## src/rtl/suc_pkg.sv

```systemverilog
// Purpose: constants, types and register map for the signed up/down counter
// Assumes: one clock, synchronous active-low reset, AXI4-Lite register access
// Notes: register offsets are byte addresses of aligned 32-bit words
package suc_pkg;
   // register byte offsets
   localparam logic [7:0] SUC_CTRL_OFF = 8'h00;
   localparam logic [7:0] SUC_SET_LO_OFF = 8'h04;
   localparam logic [7:0] SUC_SET_HI_OFF = 8'h08;
   localparam logic [7:0] SUC_CONST_OFF = 8'h0c;
   localparam logic [7:0] SUC_COUNT_OFF = 8'h10;
   localparam logic [7:0] SUC_STAT_OFF = 8'h14;
   localparam logic [7:0] SUC_IRQ_OFF = 8'h18;
   localparam logic [7:0] SUC_MASK_OFF = 8'h1c;
   // control field positions
   localparam int SUC_CTRL_SRC_BIT = 0;
   localparam int SUC_CTRL_LATCH_BIT = 1;
   localparam int SUC_CTRL_CLEAR_BIT = 2;
   // status field positions
   localparam int SUC_STAT_CONTACT_BIT = 0;
   localparam int SUC_STAT_DIR_BIT = 1;
   // interrupt event positions
   localparam int SUC_IRQ_MATCH_BIT = 0;
   localparam int SUC_IRQ_WRAP_BIT = 1;
   localparam int SUC_IRQ_CLEAR_BIT = 2;
   localparam int SUC_IRQ_W = 3;
   // reset values
   localparam logic [31:0] SUC_COUNT_RST = 32'h0000_0000;
   localparam logic [31:0] SUC_CONST_RST = 32'h0000_0000;
   localparam logic [15:0] SUC_HALF_RST = 16'h0000;
   localparam logic [2:0] SUC_MASK_RST = 3'h0;
   // axi response codes
   localparam logic [1:0] SUC_RESP_OKAY = 2'h0;
   localparam logic [1:0] SUC_RESP_SLVERR = 2'h2;

   // scan-side inputs of one counter, already synchronised
   typedef struct packed {
      logic count_pulse_input;
      logic clear_trigger_input;
      logic direction_drive_input;
   } suc_scan_s;

   // software-held configuration
   typedef struct packed {
      logic use_registers;
      logic latching;
      logic [31:0] setting_const;
      logic [15:0] set_lo;
      logic [15:0] set_hi;
      logic [SUC_IRQ_W-1:0] mask;
   } suc_cfg_s;
endpackage : suc_pkg

```

## src/rtl/suc_core.sv

```systemverilog
// Purpose: one signed 32-bit up/down event counter with compare contact
// Assumes: inputs synchronous to aclk, one-cycle clear and edge strobes
// Notes: latching mode keeps count and contact through a warm reset
`timescale 1ns/100ps
module suc_core
   import suc_pkg::*;
(
   input wire logic aclk,
   input wire logic aresetn,
   input wire logic latching,
   input wire logic count_edge,
   input wire logic count_down,
   input wire logic clear_cmd,
   input wire logic [31:0] setting,
   output logic [31:0] present_count,
   output logic contact,
   output logic match_evt,
   output logic wrap_evt
);
   // all state of the counter
   typedef struct packed {
      logic [31:0] count;
      logic contact;
      logic pending;
      logic match;
      logic wrap;
   } suc_core_s;

   suc_core_s r;
   suc_core_s next_r;

   // signed equality on the stored count
   function automatic logic suc_eq(input logic [31:0] a, input logic [31:0] b);
      suc_eq = ($signed(a) == $signed(b));
   endfunction : suc_eq

   // counting evaluation, then contact in the following cycle
   always_comb begin
      next_r = r;
      next_r.match = 1'b0;
      next_r.wrap = 1'b0;
      next_r.pending = 1'b0;
      if (clear_cmd) begin
         next_r.count = SUC_COUNT_RST;
         next_r.contact = 1'b0;
      end else begin
         if (count_edge) begin
            // step by exactly one; picks the sign; wraps naturally
            next_r.count = count_down ? r.count - 32'h0000_0001 : r.count + 32'h0000_0001;
            next_r.wrap = count_down ? (r.count == 32'h8000_0000) : (r.count == 32'h7fff_ffff);
            next_r.pending = 1'b1;
         end
         // contact acts once the step has settled
         if (r.pending && suc_eq(r.count, setting)) begin
            // up sets, down clears; count never held
            next_r.contact = ~count_down;
            next_r.match = 1'b1;
         end
      end
   end

   // register the state; latching survives reset
   always_ff @(posedge aclk) begin
      if (!aresetn) begin
         r.pending <= 1'b0;
         r.match <= 1'b0;
         r.wrap <= 1'b0;
         // an unknown latch input falls to the clearing branch
         if (latching) begin
            // count and contact kept as they are
         end else begin
            r.count <= SUC_COUNT_RST;
            r.contact <= 1'b0;
         end
      end else begin
         r <= next_r;
      end
   end

   assign present_count = r.count;
   assign contact = r.contact;
   assign match_evt = r.match;
   assign wrap_evt = r.wrap;
endmodule : suc_core

```

## src/rtl/suc_top.sv

```systemverilog
// Purpose: counter with scan pins and an AXI4-Lite register file
// Assumes: scan pins are asynchronous, registers reached over AXI4-Lite
// Notes: one write and one read in flight; unmapped addresses answer slverr
//        scan pins pass two flip-flops and an edge detector, so a step lands
//        three edges after its pin rises
//        the latch mode bit is kept through reset; an unknown power-up value
//        settles to off at the first reset edge
`timescale 1ns/100ps
module suc_top
   import suc_pkg::*;
(
   // clock and synchronous active-low reset
   input wire logic aclk,
   input wire logic aresetn,
   // scan-side pins, asynchronous to aclk
   input wire logic count_pulse_input,
   input wire logic clear_trigger_input,
   input wire logic direction_drive_input,
   // compare contact and level interrupt
   output logic contact,
   output logic irq,
   // write address channel
   input wire logic [7:0] s_axi_awaddr,
   input wire logic s_axi_awvalid,
   output logic s_axi_awready,
   // write data channel
   input wire logic [31:0] s_axi_wdata,
   input wire logic [3:0] s_axi_wstrb,
   input wire logic s_axi_wvalid,
   output logic s_axi_wready,
   // write response channel
   output logic [1:0] s_axi_bresp,
   output logic s_axi_bvalid,
   input wire logic s_axi_bready,
   // read address channel
   input wire logic [7:0] s_axi_araddr,
   input wire logic s_axi_arvalid,
   output logic s_axi_arready,
   // read data channel
   output logic [31:0] s_axi_rdata,
   output logic [1:0] s_axi_rresp,
   output logic s_axi_rvalid,
   input wire logic s_axi_rready
);
   // all state of the top
   typedef struct packed {
      // pin synchronisers and edge detectors
      suc_scan_s sync1;       // first synchroniser stage, read only by sync2
      suc_scan_s sync2;       // second stage, safe to use
      logic pulse_prev;       // last count level seen
      logic clear_prev;       // last clear level seen
      // software configuration; the latch bit survives reset
      suc_cfg_s cfg;
      logic sw_clear;         // one-cycle clear from software
      // sticky event flags, cleared by writing ones
      logic [SUC_IRQ_W-1:0] stat;
      // write address and data, held until both are in
      logic aw_got;
      logic [7:0] awaddr;
      logic w_got;
      logic [31:0] wdata;
      logic [3:0] wstrb;
      // write response, held until bready
      logic bvalid;
      logic [1:0] bresp;
      // read answer, held until rready
      logic rvalid;
      logic [31:0] rdata;
      logic [1:0] rresp;
   } suc_top_s;

   suc_top_s r;
   suc_top_s next_r;

   // strobes and setting into the counter
   logic count_edge;
   logic clear_cmd;
   logic [31:0] setting;
   // results from the counter
   logic [31:0] present_count;
   logic match_evt;
   logic wrap_evt;

   // byte-lane merge for a register write
   // lanes without a strobe keep their old byte, so a partial write
   // to one half of the setting leaves the rest alone
   function automatic logic [31:0] suc_merge(input logic [31:0] old, input logic [31:0] wd,
                                             input logic [3:0] strb);
      logic [31:0] res;
      res = old;
      for (int i = 0; i < 4; i++) begin
         if (strb[i]) begin
            res[i*8 +: 8] = wd[i*8 +: 8];
         end
      end
      suc_merge = res;
   endfunction : suc_merge

   // rising edge of the synchronised count input
   // edge detect reads only the second stage, never a metastable first stage
   assign count_edge = r.sync2.count_pulse_input & ~r.pulse_prev;
   // clear on rising clear input or software strobe
   // a held clear level clears once; software clear is a one-cycle strobe
   assign clear_cmd = (r.sync2.clear_trigger_input & ~r.clear_prev) | r.sw_clear;
   // constant or register pair; lower register is low half
   // the pair is glued without a shadow, so a change of both halves
   // should be made while no steps arrive
   assign setting = r.cfg.use_registers ? {r.cfg.set_hi, r.cfg.set_lo} : r.cfg.setting_const;

   // counter proper
   // it sees clean one-cycle strobes and a settled direction only
   suc_core u_core (
      .aclk(aclk),
      .aresetn(aresetn),
      .latching(r.cfg.latching),
      .count_edge(count_edge),
      .count_down(r.sync2.direction_drive_input),
      .clear_cmd(clear_cmd),
      .setting(setting),
      .present_count(present_count),
      .contact(contact),
      .match_evt(match_evt),
      .wrap_evt(wrap_evt)
   );

   // next state: synchronisers, events, bus slave
   always_comb begin
      logic wr_go;
      logic ok;
      logic [SUC_IRQ_W-1:0] w1c;
      logic [31:0] merged;
      wr_go = 1'b0;
      ok = 1'b0;
      w1c = '0;
      merged = 32'h0000_0000;
      next_r = r;
      // first stage samples the pins, second stage reads only the first
      next_r.sync1.count_pulse_input = count_pulse_input;
      next_r.sync1.clear_trigger_input = clear_trigger_input;
      next_r.sync1.direction_drive_input = direction_drive_input;
      next_r.sync2 = r.sync1;
      // previous levels rest low after reset, like the idle pins,
      // so no false edge follows a reset
      next_r.pulse_prev = r.sync2.count_pulse_input;
      next_r.clear_prev = r.sync2.clear_trigger_input;
      // software clear lasts one cycle
      next_r.sw_clear = 1'b0;
      // capture write address and data in either order
      if (s_axi_awvalid && !r.aw_got) begin
         // address taken; awready drops until the write is done
         next_r.aw_got = 1'b1;
         next_r.awaddr = s_axi_awaddr;
      end
      if (s_axi_wvalid && !r.w_got) begin
         // data taken; wready drops until the write is done
         next_r.w_got = 1'b1;
         next_r.wdata = s_axi_wdata;
         next_r.wstrb = s_axi_wstrb;
      end
      // perform the write once both halves are held and b is free
      // a stalled bready stalls the next write, so no response queue is needed
      if (r.aw_got && r.w_got && !r.bvalid) begin
         wr_go = 1'b1;
         ok = 1'b1;
         next_r.aw_got = 1'b0;
         next_r.w_got = 1'b0;
         next_r.bvalid = 1'b1;
         case (r.awaddr)
            // source select, latch mode, clear strobe
            SUC_CTRL_OFF: begin
               if (r.wstrb[0]) begin
                  next_r.cfg.use_registers = r.wdata[SUC_CTRL_SRC_BIT];
                  next_r.cfg.latching = r.wdata[SUC_CTRL_LATCH_BIT];
                  next_r.sw_clear = r.wdata[SUC_CTRL_CLEAR_BIT];
               end
            end
            SUC_SET_LO_OFF: begin
               merged = suc_merge({16'h0000, r.cfg.set_lo}, r.wdata, r.wstrb);
               next_r.cfg.set_lo = merged[15:0];
            end
            SUC_SET_HI_OFF: begin
               merged = suc_merge({16'h0000, r.cfg.set_hi}, r.wdata, r.wstrb);
               next_r.cfg.set_hi = merged[15:0];
            end
            // constant setting
            SUC_CONST_OFF: next_r.cfg.setting_const = suc_merge(r.cfg.setting_const, r.wdata, r.wstrb);
            // read-only words accept the write and ignore it
            SUC_COUNT_OFF: ;
            SUC_STAT_OFF: ;
            // write ones to clear event flags
            SUC_IRQ_OFF: w1c = r.wstrb[0] ? r.wdata[SUC_IRQ_W-1:0] : '0;
            // interrupt mask
            SUC_MASK_OFF: begin
               if (r.wstrb[0]) begin
                  next_r.cfg.mask = r.wdata[SUC_IRQ_W-1:0];
               end
            end
            // nothing mapped here
            default: ok = 1'b0;
         endcase
         next_r.bresp = ok ? SUC_RESP_OKAY : SUC_RESP_SLVERR;
      end
      // response retires when the master takes it
      if (r.bvalid && s_axi_bready) begin
         next_r.bvalid = 1'b0;
      end
      // sticky events: set beats a write-one clear,
      // so an event in the clearing cycle is never lost
      next_r.stat = (r.stat & ~w1c) | {clear_cmd, wrap_evt, match_evt};
      // reads answer one cycle after the address is taken
      if (s_axi_arvalid && !r.rvalid) begin
         next_r.rvalid = 1'b1;
         next_r.rresp = SUC_RESP_OKAY;
         case (s_axi_araddr)
            SUC_CTRL_OFF: next_r.rdata = {29'h0, 1'b0, r.cfg.latching, r.cfg.use_registers};
            SUC_SET_LO_OFF: next_r.rdata = {16'h0000, r.cfg.set_lo};
            SUC_SET_HI_OFF: next_r.rdata = {16'h0000, r.cfg.set_hi};
            SUC_CONST_OFF: next_r.rdata = r.cfg.setting_const;
            // count straight from the core register
            SUC_COUNT_OFF: next_r.rdata = present_count;
            // live contact and synchronised direction
            SUC_STAT_OFF: next_r.rdata = {30'h0, r.sync2.direction_drive_input, contact};
            SUC_IRQ_OFF: next_r.rdata = {29'h0, r.stat};
            SUC_MASK_OFF: next_r.rdata = {29'h0, r.cfg.mask};
            // unmapped reads give zero with slverr
            default: begin
               next_r.rdata = 32'h0000_0000;
               next_r.rresp = SUC_RESP_SLVERR;
            end
         endcase
      end else if (r.rvalid && s_axi_rready) begin
         // answer taken; the read address channel opens again
         next_r.rvalid = 1'b0;
      end
      // held write data need not change once the write is done
      if (wr_go) begin
         next_r.wdata = r.wdata;
      end
   end

   // register the state; latch mode survives a warm reset
   // reset is synchronous, so it acts only on a clock edge
   always_ff @(posedge aclk) begin
      if (!aresetn) begin
         // synchronisers and edge detectors back to the idle low level
         r.sync1 <= '0;
         r.sync2 <= '0;
         r.pulse_prev <= 1'b0;
         r.clear_prev <= 1'b0;
         // configuration apart from the latch mode bit
         r.cfg.use_registers <= 1'b0;
         r.cfg.setting_const <= SUC_CONST_RST;
         r.cfg.set_lo <= SUC_HALF_RST;
         r.cfg.set_hi <= SUC_HALF_RST;
         r.cfg.mask <= SUC_MASK_RST;
         // latch mode kept; an unknown power-up value falls to off
         if (r.cfg.latching) begin
            r.cfg.latching <= 1'b1;
         end else begin
            r.cfg.latching <= 1'b0;
         end
         r.sw_clear <= 1'b0;
         r.stat <= '0;
         // bus slave idle, every channel ready
         r.aw_got <= 1'b0;
         r.awaddr <= 8'h00;
         r.w_got <= 1'b0;
         r.wdata <= 32'h0000_0000;
         r.wstrb <= 4'h0;
         r.bvalid <= 1'b0;
         r.bresp <= SUC_RESP_OKAY;
         r.rvalid <= 1'b0;
         r.rdata <= 32'h0000_0000;
         r.rresp <= SUC_RESP_OKAY;
      end else begin
         r <= next_r;
      end
   end

   // handshakes straight from the held flags
   assign s_axi_awready = ~r.aw_got;
   assign s_axi_wready = ~r.w_got;
   assign s_axi_bvalid = r.bvalid;
   assign s_axi_bresp = r.bresp;
   assign s_axi_arready = ~r.rvalid;
   assign s_axi_rvalid = r.rvalid;
   assign s_axi_rdata = r.rdata;
   assign s_axi_rresp = r.rresp;
   // level interrupt while any unmasked event is pending
   assign irq = |(r.stat & r.cfg.mask);
endmodule : suc_top

```

## config.mk

```make
export PLATFORM = sky130hd
export DESIGN_NAME = suc_top
export DESIGN_NICKNAME = d
export VERILOG_FILES = /design/src/rtl/suc_pkg.sv /design/src/rtl/suc_core.sv /design/src/rtl/suc_top.sv
export SDC_FILE = /design/constraint.sdc
export NUM_CORES = 1
export LEC_CHECK = 0
export BUFFER_PORTS_ARGS = -buffer_cell sky130_fd_sc_hd__buf_2
export CAP_MARGIN = 20
export CORE_ASPECT_RATIO = 1.25
export CORE_UTILIZATION = 35
export CTS_CLUSTER_SIZE = 24
export DETAILED_ROUTE_END_ITERATION = 16
export SLEW_MARGIN = 20
export SYNTH_ARGS = -nofsm -noshare
export SYNTH_HDL_FRONTEND = slang
export SYNTH_HIERARCHICAL = 1
export SYNTH_SLANG_ARGS = --single-unit
```

## constraint.sdc

```tcl
create_clock -name aclk -period 5.8 [get_ports aclk]
set_input_delay 0.87 -clock aclk [delete_from_list [all_inputs] [get_ports aclk]]
set_output_delay 0.87 -clock aclk [all_outputs]
set_load 0.005 [all_outputs]
```

# Word level (Yosys, flattened, before mapping)
# Cells that the tools add are included.
dict set report totals {
  reg_bits 201
  latch_bits 0
  ramBits 0
  rom_bits 0
  input_bits 62
  output_inout_bits 43
  wordCells 165
  memories 0
}
dict set report op_classes {
  add_sub_neg 2
  multipliers 0
  div 0
  magnitude_cmp 0
  eq_ne 23
  shift 0
  n_mux 51
  bitwise 16
  reduce_logical 37
}
# operator count
set op_table {}
lappend op_table {{case mux 32 bit (8 select lines)} 1}
lappend op_table {{2-to-1 mux 32 bit} 5}
lappend op_table {{2-to-1 mux 156 bit} 1}
lappend op_table {{2-to-1 mux 69 bit} 1}
lappend op_table {{2-to-1 mux 33 bit} 2}
lappend op_table {{== test 8 x 5 -> 1 bit, second input constant} 8}
lappend op_table {{2-to-1 mux 8 bit} 8}
lappend op_table {{2-to-1 mux 37 bit} 1}
lappend op_table {{2-to-1 mux 36 bit} 1}
lappend op_table {{2-to-1 mux 34 bit} 1}
lappend op_table {{AND reduction 3 bit} 11}
lappend op_table {{adder 32 x 1 -> 32 bit, second input constant} 1}
lappend op_table {{== test 32 x 31 -> 1 bit, second input constant} 1}
lappend op_table {{== test 32 bit} 1}
lappend op_table {{== test 32 bit, second input constant} 1}
lappend op_table {{== test 8 x 4 -> 1 bit, second input constant} 4}
lappend op_table {{2-to-1 mux 16 bit} 2}
lappend op_table {{subtractor 32 x 1 -> 32 bit, second input constant} 1}
lappend op_table {{2-to-1 mux 3 bit} 7}
lappend op_table {{2-to-1 mux 1 bit} 18}
lappend op_table {{== test 8 x 3 -> 1 bit, second input constant} 2}
lappend op_table {{logical NOT 8 bit} 2}
lappend op_table {{OR reduction 8 bit} 2}
lappend op_table {{2-to-1 mux 9 bit} 1}
lappend op_table {{other kinds (17)} 46}

# Depth between registers and ports, before layout
# Gate-level depths: netlist of the first run.
dict set report logic_depth {
  ltp_word 8
  ltp_mapped 9
}

# Modules after synthesis
# Netlist of the first run, hierarchy kept.
# module instances cells_per_inst area_each_um2
set by_module_without_submodules {}
lappend by_module_without_submodules {suc_top 1 814 7323.3}
lappend by_module_without_submodules {suc_core 1 444 3822.4}

# Worst setup path before layout of the first run
# OpenSTA, ideal clock, no wires.
dict set report synth_path {
  path_kind {input -> register}
  start {input aresetn}
  end {register u_core.r, in the netlist u_core/present_count[0], enable pin}
  setup_ns 0.421
  t_arrival_ns 2.654
  setup_slack_ns 2.725
  cell_stages 4
  path_cell_list {nand2b_1 -> clkbuf_1 -> nor2_1 -> nor2_1}
}
dict set report synth_between {
  elab_chain_len 2
}
# element line
set synth_rtl {}
lappend synth_rtl {{start: declaration} suc_top.sv:14} ;# input wire logic aresetn,
lappend synth_rtl {{inequality test 3 x 1 -> 1 bit (no line) / inequality test 2 bit (equally long branches)} -}
lappend synth_rtl {{AND reduction 2 bit (no line) *} -}
lappend synth_rtl {{end signal: assignment} suc_core.sv:76} ;# r <= next_r;
lappend synth_rtl {{end: declaration} suc_core.sv:29} ;# suc_core_s r;
# Every way passes the cells marked *; elsewhere a longest branch is shown, timed or not.
# A chain may end at the register's enable or synchronous reset.

# Worst setup path in the final report of the first run
dict set report layout_path {
  start {register r[156] (netlist bit)}
  end {register, netlist name u_core/contact}
}
dict set report layout_between {
  elab_chain_len 5
}
# element line
set layout_rtl {}
lappend layout_rtl {{start: declaration} suc_top.sv:72} ;# suc_top_s r;
lappend layout_rtl {{start signal: assignment} suc_top.sv:276} ;# r <= next_r;
lappend layout_rtl {{2-to-1 mux 32 bit} suc_top.sv:108} ;# assign setting = r.cfg.use_registers ? {r.cfg.set_hi, r.cfg.set_lo} : r.cfg.setting_const;
lappend layout_rtl {{net setting[16]} suc_top.sv:78} ;# logic [31:0] setting;
lappend layout_rtl {{== test 32 bit} suc_core.sv:34} ;# suc_eq = ($signed(a) == $signed(b));
lappend layout_rtl {{logical AND 1 bit} suc_core.sv:54} ;# if (r.pending && suc_eq(r.count, setting)) begin
lappend layout_rtl {{inequality test 3 x 1 -> 1 bit (no line)} -}
lappend layout_rtl {{AND reduction 2 bit (no line)} -}
# The timed path passes the listed nets, and every way through them passes these cells.

==> run_results.csv, run 1 <==
group,metric,value,unit
synth,synth_edf_count,34,
timing,relSlewSlack,31.33,%
final_layout,syn2layout_area_growth,7.252,%
timing,drv_slew,0,
synth,async_reset_ff_share,0,%
setup_path,startpoint_type,"register",
timing,setup_tns,0,ns
floorplanning,die_y,201.5,µm
power,vdd_ir_drop_max,0.1799,mV
clock_tree,cts.path.max_buffers,2,
grt,grt_first_pass_wirelength,50980,µm
grt,track_usage,20.52,%
synth,synthCells,1258,
clock_tree,cts_made_buffers,17,
floorplanning,num_io_pins,105,
setup_path,path_class,"register to register",
clock_tree,holdBufCountCts,0,
route,routed_wl,33320,µm
grt,grt_overflow_total,0,
clock_tree,cts_resized,0,
floorplanning,die_area,0.03257,mm²
power,power_density,254.9,mW/mm²
route,vias,9179,
placement,routabilityCongestion,0.8945,
route,dr.first_iter.drc_count,773,
clock_tree,cts-root-buf,"clkbuf_16",
grt,grt_max_degree,48,
setup_path,crit_required,5.95,ns
grt,grt_pass1_vias,8704,
timing,finalWorstPathRequiredPeriod,3.414,ns
route,drt-wirelength-per-cell,20.03,µm
setup_path,worstPathMaxFanout,20,
timing,period_share,58.86,%
placement,dp_hpwl,24710,µm
final_layout,final_cell_mix,"nand2_1 (193), dfxtp_1 (165), a21oi_1 (108)",
synth,ys_ff_latch,199,
clock_tree,cts.sinks,199,
synth,synth_area_per_cell,8.860,µm²
timing,worstMarginPinSlew,1.026,ns
clock_tree,tritoncts,"built",
power,total_power,3047,µW
final_layout,drive_above_1_share,16.96,%
clock_tree,path_clk_slew,0.08,ns
clock_tree,clock_latency,0.45,ns
floorplanning,die_w,161.6,µm
synth,synth_top_area_share,29.64,%
synth,synth-seq-area-share,38.80,%
final_layout,layout_commonest_cell,"nand2_1",
synth,synth-main-ff-cell,"dfxtp_1",
clock_tree,h-tree-depth,4,
floorplanning,core.rowCount,72,
route,firstDrtPassIters,5,
floorplanning,core,0.03117,mm²
setup_path,cp.arrival,3.57,ns
run_status,outcome,"finished, final reports clean",
clock_tree,postCtsSetupBuffers,0,
timing,hold_viol,0,
timing,fin_worst_skew,0.01273,ns
synth,syn_area,0.01115,mm²
timing,rsz0062_at_grt,"false",
floorplanning,start_util,35.76,%
grt,antenna_found_initial,0,
synth,synth_top_area_cell,"dfxtp_1",
final_layout,fin_nets,1336,
job,max-cap-violations,0,
timing,fmax,0.2929,GHz
timing,setup_viol,0,
synth,synth_area_leaders,"dfxtp_1 (30%), edfxtp_1 (9.2%), mux2i_1 (6.7%)",
hold_path,min_path_type,"register to register",
synth,synth_cell_types,87,
power,leakage,0.004604,µW
route,viasPerCell,5.516,
route,ant_nets,0,
synth,yosysWarnings,6,
setup_path,end_kind,"register",
route,drcViolationCount,0,
placement,io_buffer_count,102,
==> report_power, final <==
part	internal, µW	total [µW]	switching [µW]
clock	558	1130	569
sequential	1460	1520	63.2
combinational	147	398	251
total	2160	3050	883
==> cell type report <==
type                            instances  area, µm²
Sequential cell                       199       4324
Tap cell                              407      509.2
Fill cell                            3207      19220
Clock buffer                           17      425.4
Inverter                               17      63.81
Antenna cell                            1      2.502
Clock inverter                         15      118.9
Multi-Input combinational cell        895       5917
Timing Repair Buffer                  113      593.1
==> registers in the layout (all words and copies together), names as in the netlist, 5 cells and up <==
| register | cells |
|---|---|
| u_core/present_count | 32 |
| r | 122 |
| s_axi_rdata | 32 |
| next_r | 5 |
==> critical path, stage by stage, from the launching register on <==
cell	delay, ns
dfxtp_1	0.79
buf_4	0.40
mux2_2	0.38
xnor2_1	0.18
nand4_1	0.12
nor4_1	0.36
nand4_1	0.14
or4_1	0.56
a21oi_1	0.18
==> per-layer routing <==
layer | track usage [%] | vias up | part of all wire, %
li1 | - | 4384 | -
met1 | 24.79 | 4476 | 41
met2 | 36.50 | 271 | 52
met3 | 3.401 | 48 | 4.9
met4 | 6.907 | 0 | 2.3
met5 | 0 | - | 0
==> stage by stage <==
stage	instance area (µm²)	cells	util [%]	hold slack, ns	worst slack [ns]
2_1_floorplan	11150	1259	-	0.4119	2.725
3_3_place_gp	11400	1631	36.57	0.4315	2.314
3_5_place_dp	11400	1631	36.58	0.4299	2.274
4_1_cts	11950	1663	38.33	0.4455	2.484
5_1_grt	11950	1663	38.34	0.4735	2.254
6_report	11950	1664	38.35	0.4378	2.386
==> cell families (layout without fill, tap and decap cells) <==
family | count (synthesis) | count (layout) | synth area share [%]
XOR/XNOR | 52 | 52 | 4.086
adder cells (fa/ha/maj) | 31 | 31 | 3.547
multiplexers | 114 | 114 | 11.08
AND/OR/NAND/NOR | 441 | 441 | 19.62
buffers and inverters | 165 | 162 | 8.341
AO/OA/AOI/OAI | 255 | 255 | 14.49
other | 1 | 3 | 0.03365
flip-flops | 199 | 199 | 38.80
==> synthesized netlist by cell type (5+ instances only) <==
cell type,n
nand3b_1,15
o21ai_0,40
buf_2,13
o211ai_1,5
ha_1,30
mux2i_1,75
nand2_1,194
nand3_1,25
clkbuf_1,52
a211oi_1,5
a31oi_1,5
a21oi_1,108
mux2_2,35
nor4_1,8
and3_1,9
a211o_1,14
xor2_1,10
nor3_1,16
nand4_1,41
o31ai_1,19
nor2_1,70
buf_4,74
xnor2_1,42
edfxtp_1,34
nor2b_1,7
dfxtp_1,165
o21bai_1,5
a22oi_1,19
nand2b_1,6
inv_1,16
and2_1,15
buf_1,6
==> worst paths after layout <==
kind                                from                            to  slack (ns)  cells past startpoint
setup / recovery     r[156]$_SDFFE_PN0P_  u_core/contact$_SDFFCE_PN0P_        2.39                      8
hold / removal    next_r[161]$_SDFF_PN0_        next_r[158]$_SDFF_PN0_        0.44                      1
setup reg to reg     r[156]$_SDFFE_PN0P_  u_core/contact$_SDFFCE_PN0P_        2.39                      8
hold reg to reg   next_r[161]$_SDFF_PN0_        next_r[158]$_SDFF_PN0_        0.44                      1
No activity file was read; power rests on OpenSTA's default activity.
==> inputs of run 2 (changes only) <==
==> constraint.sdc (replaced) <==
create_clock -name aclk -period 2.8 [get_ports aclk]
set_input_delay 0.42 -clock aclk [delete_from_list [all_inputs] [get_ports aclk]]
set_output_delay 0.42 -clock aclk [all_outputs]
set_load 0.005 [all_outputs]
==> run 2 against run 1 <==
Sequential power rose by 110%. Final area rose by 4.6%. Non-clock buffer count rose by 59. Count of clock-buffer cells in the layout rose by 2. Final cell count rose by 3.5%. Total power rose by 120%. Die area did not move. First-iteration DRC count fell by 20%. Sequential share of layout area fell by 1.6 points. Setup slack got worse by 2.3 ns. Critical path type unchanged. Clock skew rose by 0.0028 ns.
==> run_results.csv, run 2 (synthesis gave the netlist of run 1 again) <==
group,metric,value,unit
setup_path,end_kind,"register",
final_layout,top_register,"r",
final_layout,utilization,40.10,%
floorplanning,die_area,0.03257,mm²
clock_tree,h-tree-depth,4,
grt,grt_overflow_total,0,
final_layout,layout_commonest_cell,"nand2_1",
timing,drv_slew,0,
hold_path,min_path_type,"primary input to register",
clock_tree,clock_latency,0.46,ns
timing,period_share,95.49,%
setup_path,cp.arrival,2.84,ns
floorplanning,die_w,161.6,µm
run_status,outcome,"finished, final reports clean",
final_layout,filler_cell_count,3190,
final_layout,final_cell_mix,"nand2_1 (194), dfxtp_1 (163), a21oi_1 (108)",
placement,routabilityCongestion,0.9138,
timing,setup_viol,0,
grt,antenna_found_initial,0,
final_layout,diodes,0,
clock_tree,cts-root-buf,"clkbuf_16",
setup_path,crit_required,2.96,ns
power,leakage,0.004936,µW
timing,rsz0062_at_grt,"false",
floorplanning,start_util,35.76,%
route,dr.first_iter.drc_count,622,
final_layout,seqCellArea,0.004327,mm²
final_layout,largest_reg_flops,122,
final_layout,multi_input_area,0.005916,mm²
final_layout,syn2layout_area_growth,12.15,%
floorplanning,core,0.03117,mm²
clock_tree,holdBufCountCts,0,
job,max-cap-violations,0,
grt,track_usage,21.06,%
timing,finalWorstPathRequiredPeriod,2.674,ns
setup_path,startpoint_type,"register",
final_layout,fin_nets,1395,
placement,io_buffer_count,102,
route,routed_wl,34010,µm
grt,grt_pass1_vias,9230,
route,vias,9348,
grt,grt_first_pass_wirelength,52270,µm
route,viasPerCell,5.429,
route,drcViolationCount,0,
timing,hold_viol,0,
clock_tree,cts.sinks,199,
power,vdd_ir_drop_max,0.3834,mV
floorplanning,die_y,201.5,µm
setup_path,path_class,"register to register",
final_layout,drive_above_1_share,20.68,%
route,drt-wirelength-per-cell,19.75,µm
timing,worstMarginPinSlew,0.9109,ns
clock_tree,path_clk_slew,0.08,ns
timing,relSlewSlack,39.15,%
timing,setup_tns,0,ns
floorplanning,core.rowCount,72,
timing,fin_worst_skew,0.01558,ns
clock_tree,cts_made_buffers,17,
grt,grt_max_degree,43,
route,firstDrtPassIters,5,
clock_tree,tritoncts,"built",
floorplanning,num_io_pins,105,
clock_tree,cts.path.max_buffers,2,
placement,dp_hpwl,25980,µm
power,power_density,530.6,mW/mm²
setup_path,worstPathMaxFanout,17,
route,ant_nets,0,
timing,fmax,0.3740,GHz
[run 2: cell types whose count changed in the layout (fill, tap and decap cells not counted), sizes merged]
| cell | previous run | this run |
|---|---|---|
| clkinvlp | 4 | 1 |
| inv | 24 | 25 |
| clkinv | 4 | 3 |
| clkbuf | 17 | 20 |
| bufinv | 0 | 1 |
| buf | 113 | 171 |
| diode | 1 | 0 |
[run 2: critical path, stage by stage (launching register included)]
cell,delay (ns)
dfxtp_2,0.41
buf_12,0.18
mux2_2,0.35
xor2_1,0.16
nor4_1,0.42
nand4_1,0.12
or4_1,0.55
a21oi_1,0.18
[run 2: final timing paths]
path	startpoint	end	slack, ns	cells past startpoint
worst max-delay path	r[156]$_SDFFE_PN0P_	u_core/contact$_SDFFCE_PN0P_	0.13	7
worst min-delay path	s_axi_awvalid	r[83]$_SDFFE_PP0P_	0.17	3
worst max register to register	r[156]$_SDFFE_PN0P_	u_core/contact$_SDFFCE_PN0P_	0.13	7
worst min register to register	next_r[161]$_SDFF_PN0_	next_r[158]$_SDFF_PN0_	0.44	1
[run 2: per-layer routing]
layer	track usage, %	part of all wire, %
met1	25.12	42
met2	36.82	50
met3	2.989	4.1
met4	10.11	3.8
met5	0	0
[run 2: through the flow]
step	cell area (µm²)	hold WS (ns)	setup WS (ns)	std cells	total power, µW
floorplan	11150	0.4118	0.09278	1259	3828
global placement	11860	0.4174	0.04809	1689	4105
detailed placement	11860	0.4199	0.003197	1689	4119
CTS	12470	0.1568	0.1410	1721	6664
global route	12500	0.1708	0.004834	1722	6890
finish	12500	0.1687	0.1261	1722	6632
[run 2: repair_timing]
| item | 4_1_cts | 5_1_grt |
|---|---|---|
| endpoints found under the setup margin | 1 | 1 |
| resized for setup | 1 | 1 |
| setup buffers | 0 | 0 |
| cloned | 0 | 1 |
[run 2: report_power, final]
group          internal (µW)  switching [µW]  total (µW)
Clock                   1330            1240        2570
Combinational            379             544         923
Sequential              3020             120        3140
Total                   4730            1900        6630
[run 2: cell type report]
cell class | count | share of cell area [%]
inverter | 17 | 0.5105
sequential | 199 | 34.61
timing repair buffer | 172 | 8.629
clock buffer | 19 | 3.634
clock inverter | 13 | 1.211
multi-input combinational | 895 | 47.33
tap | 407 | 4.074
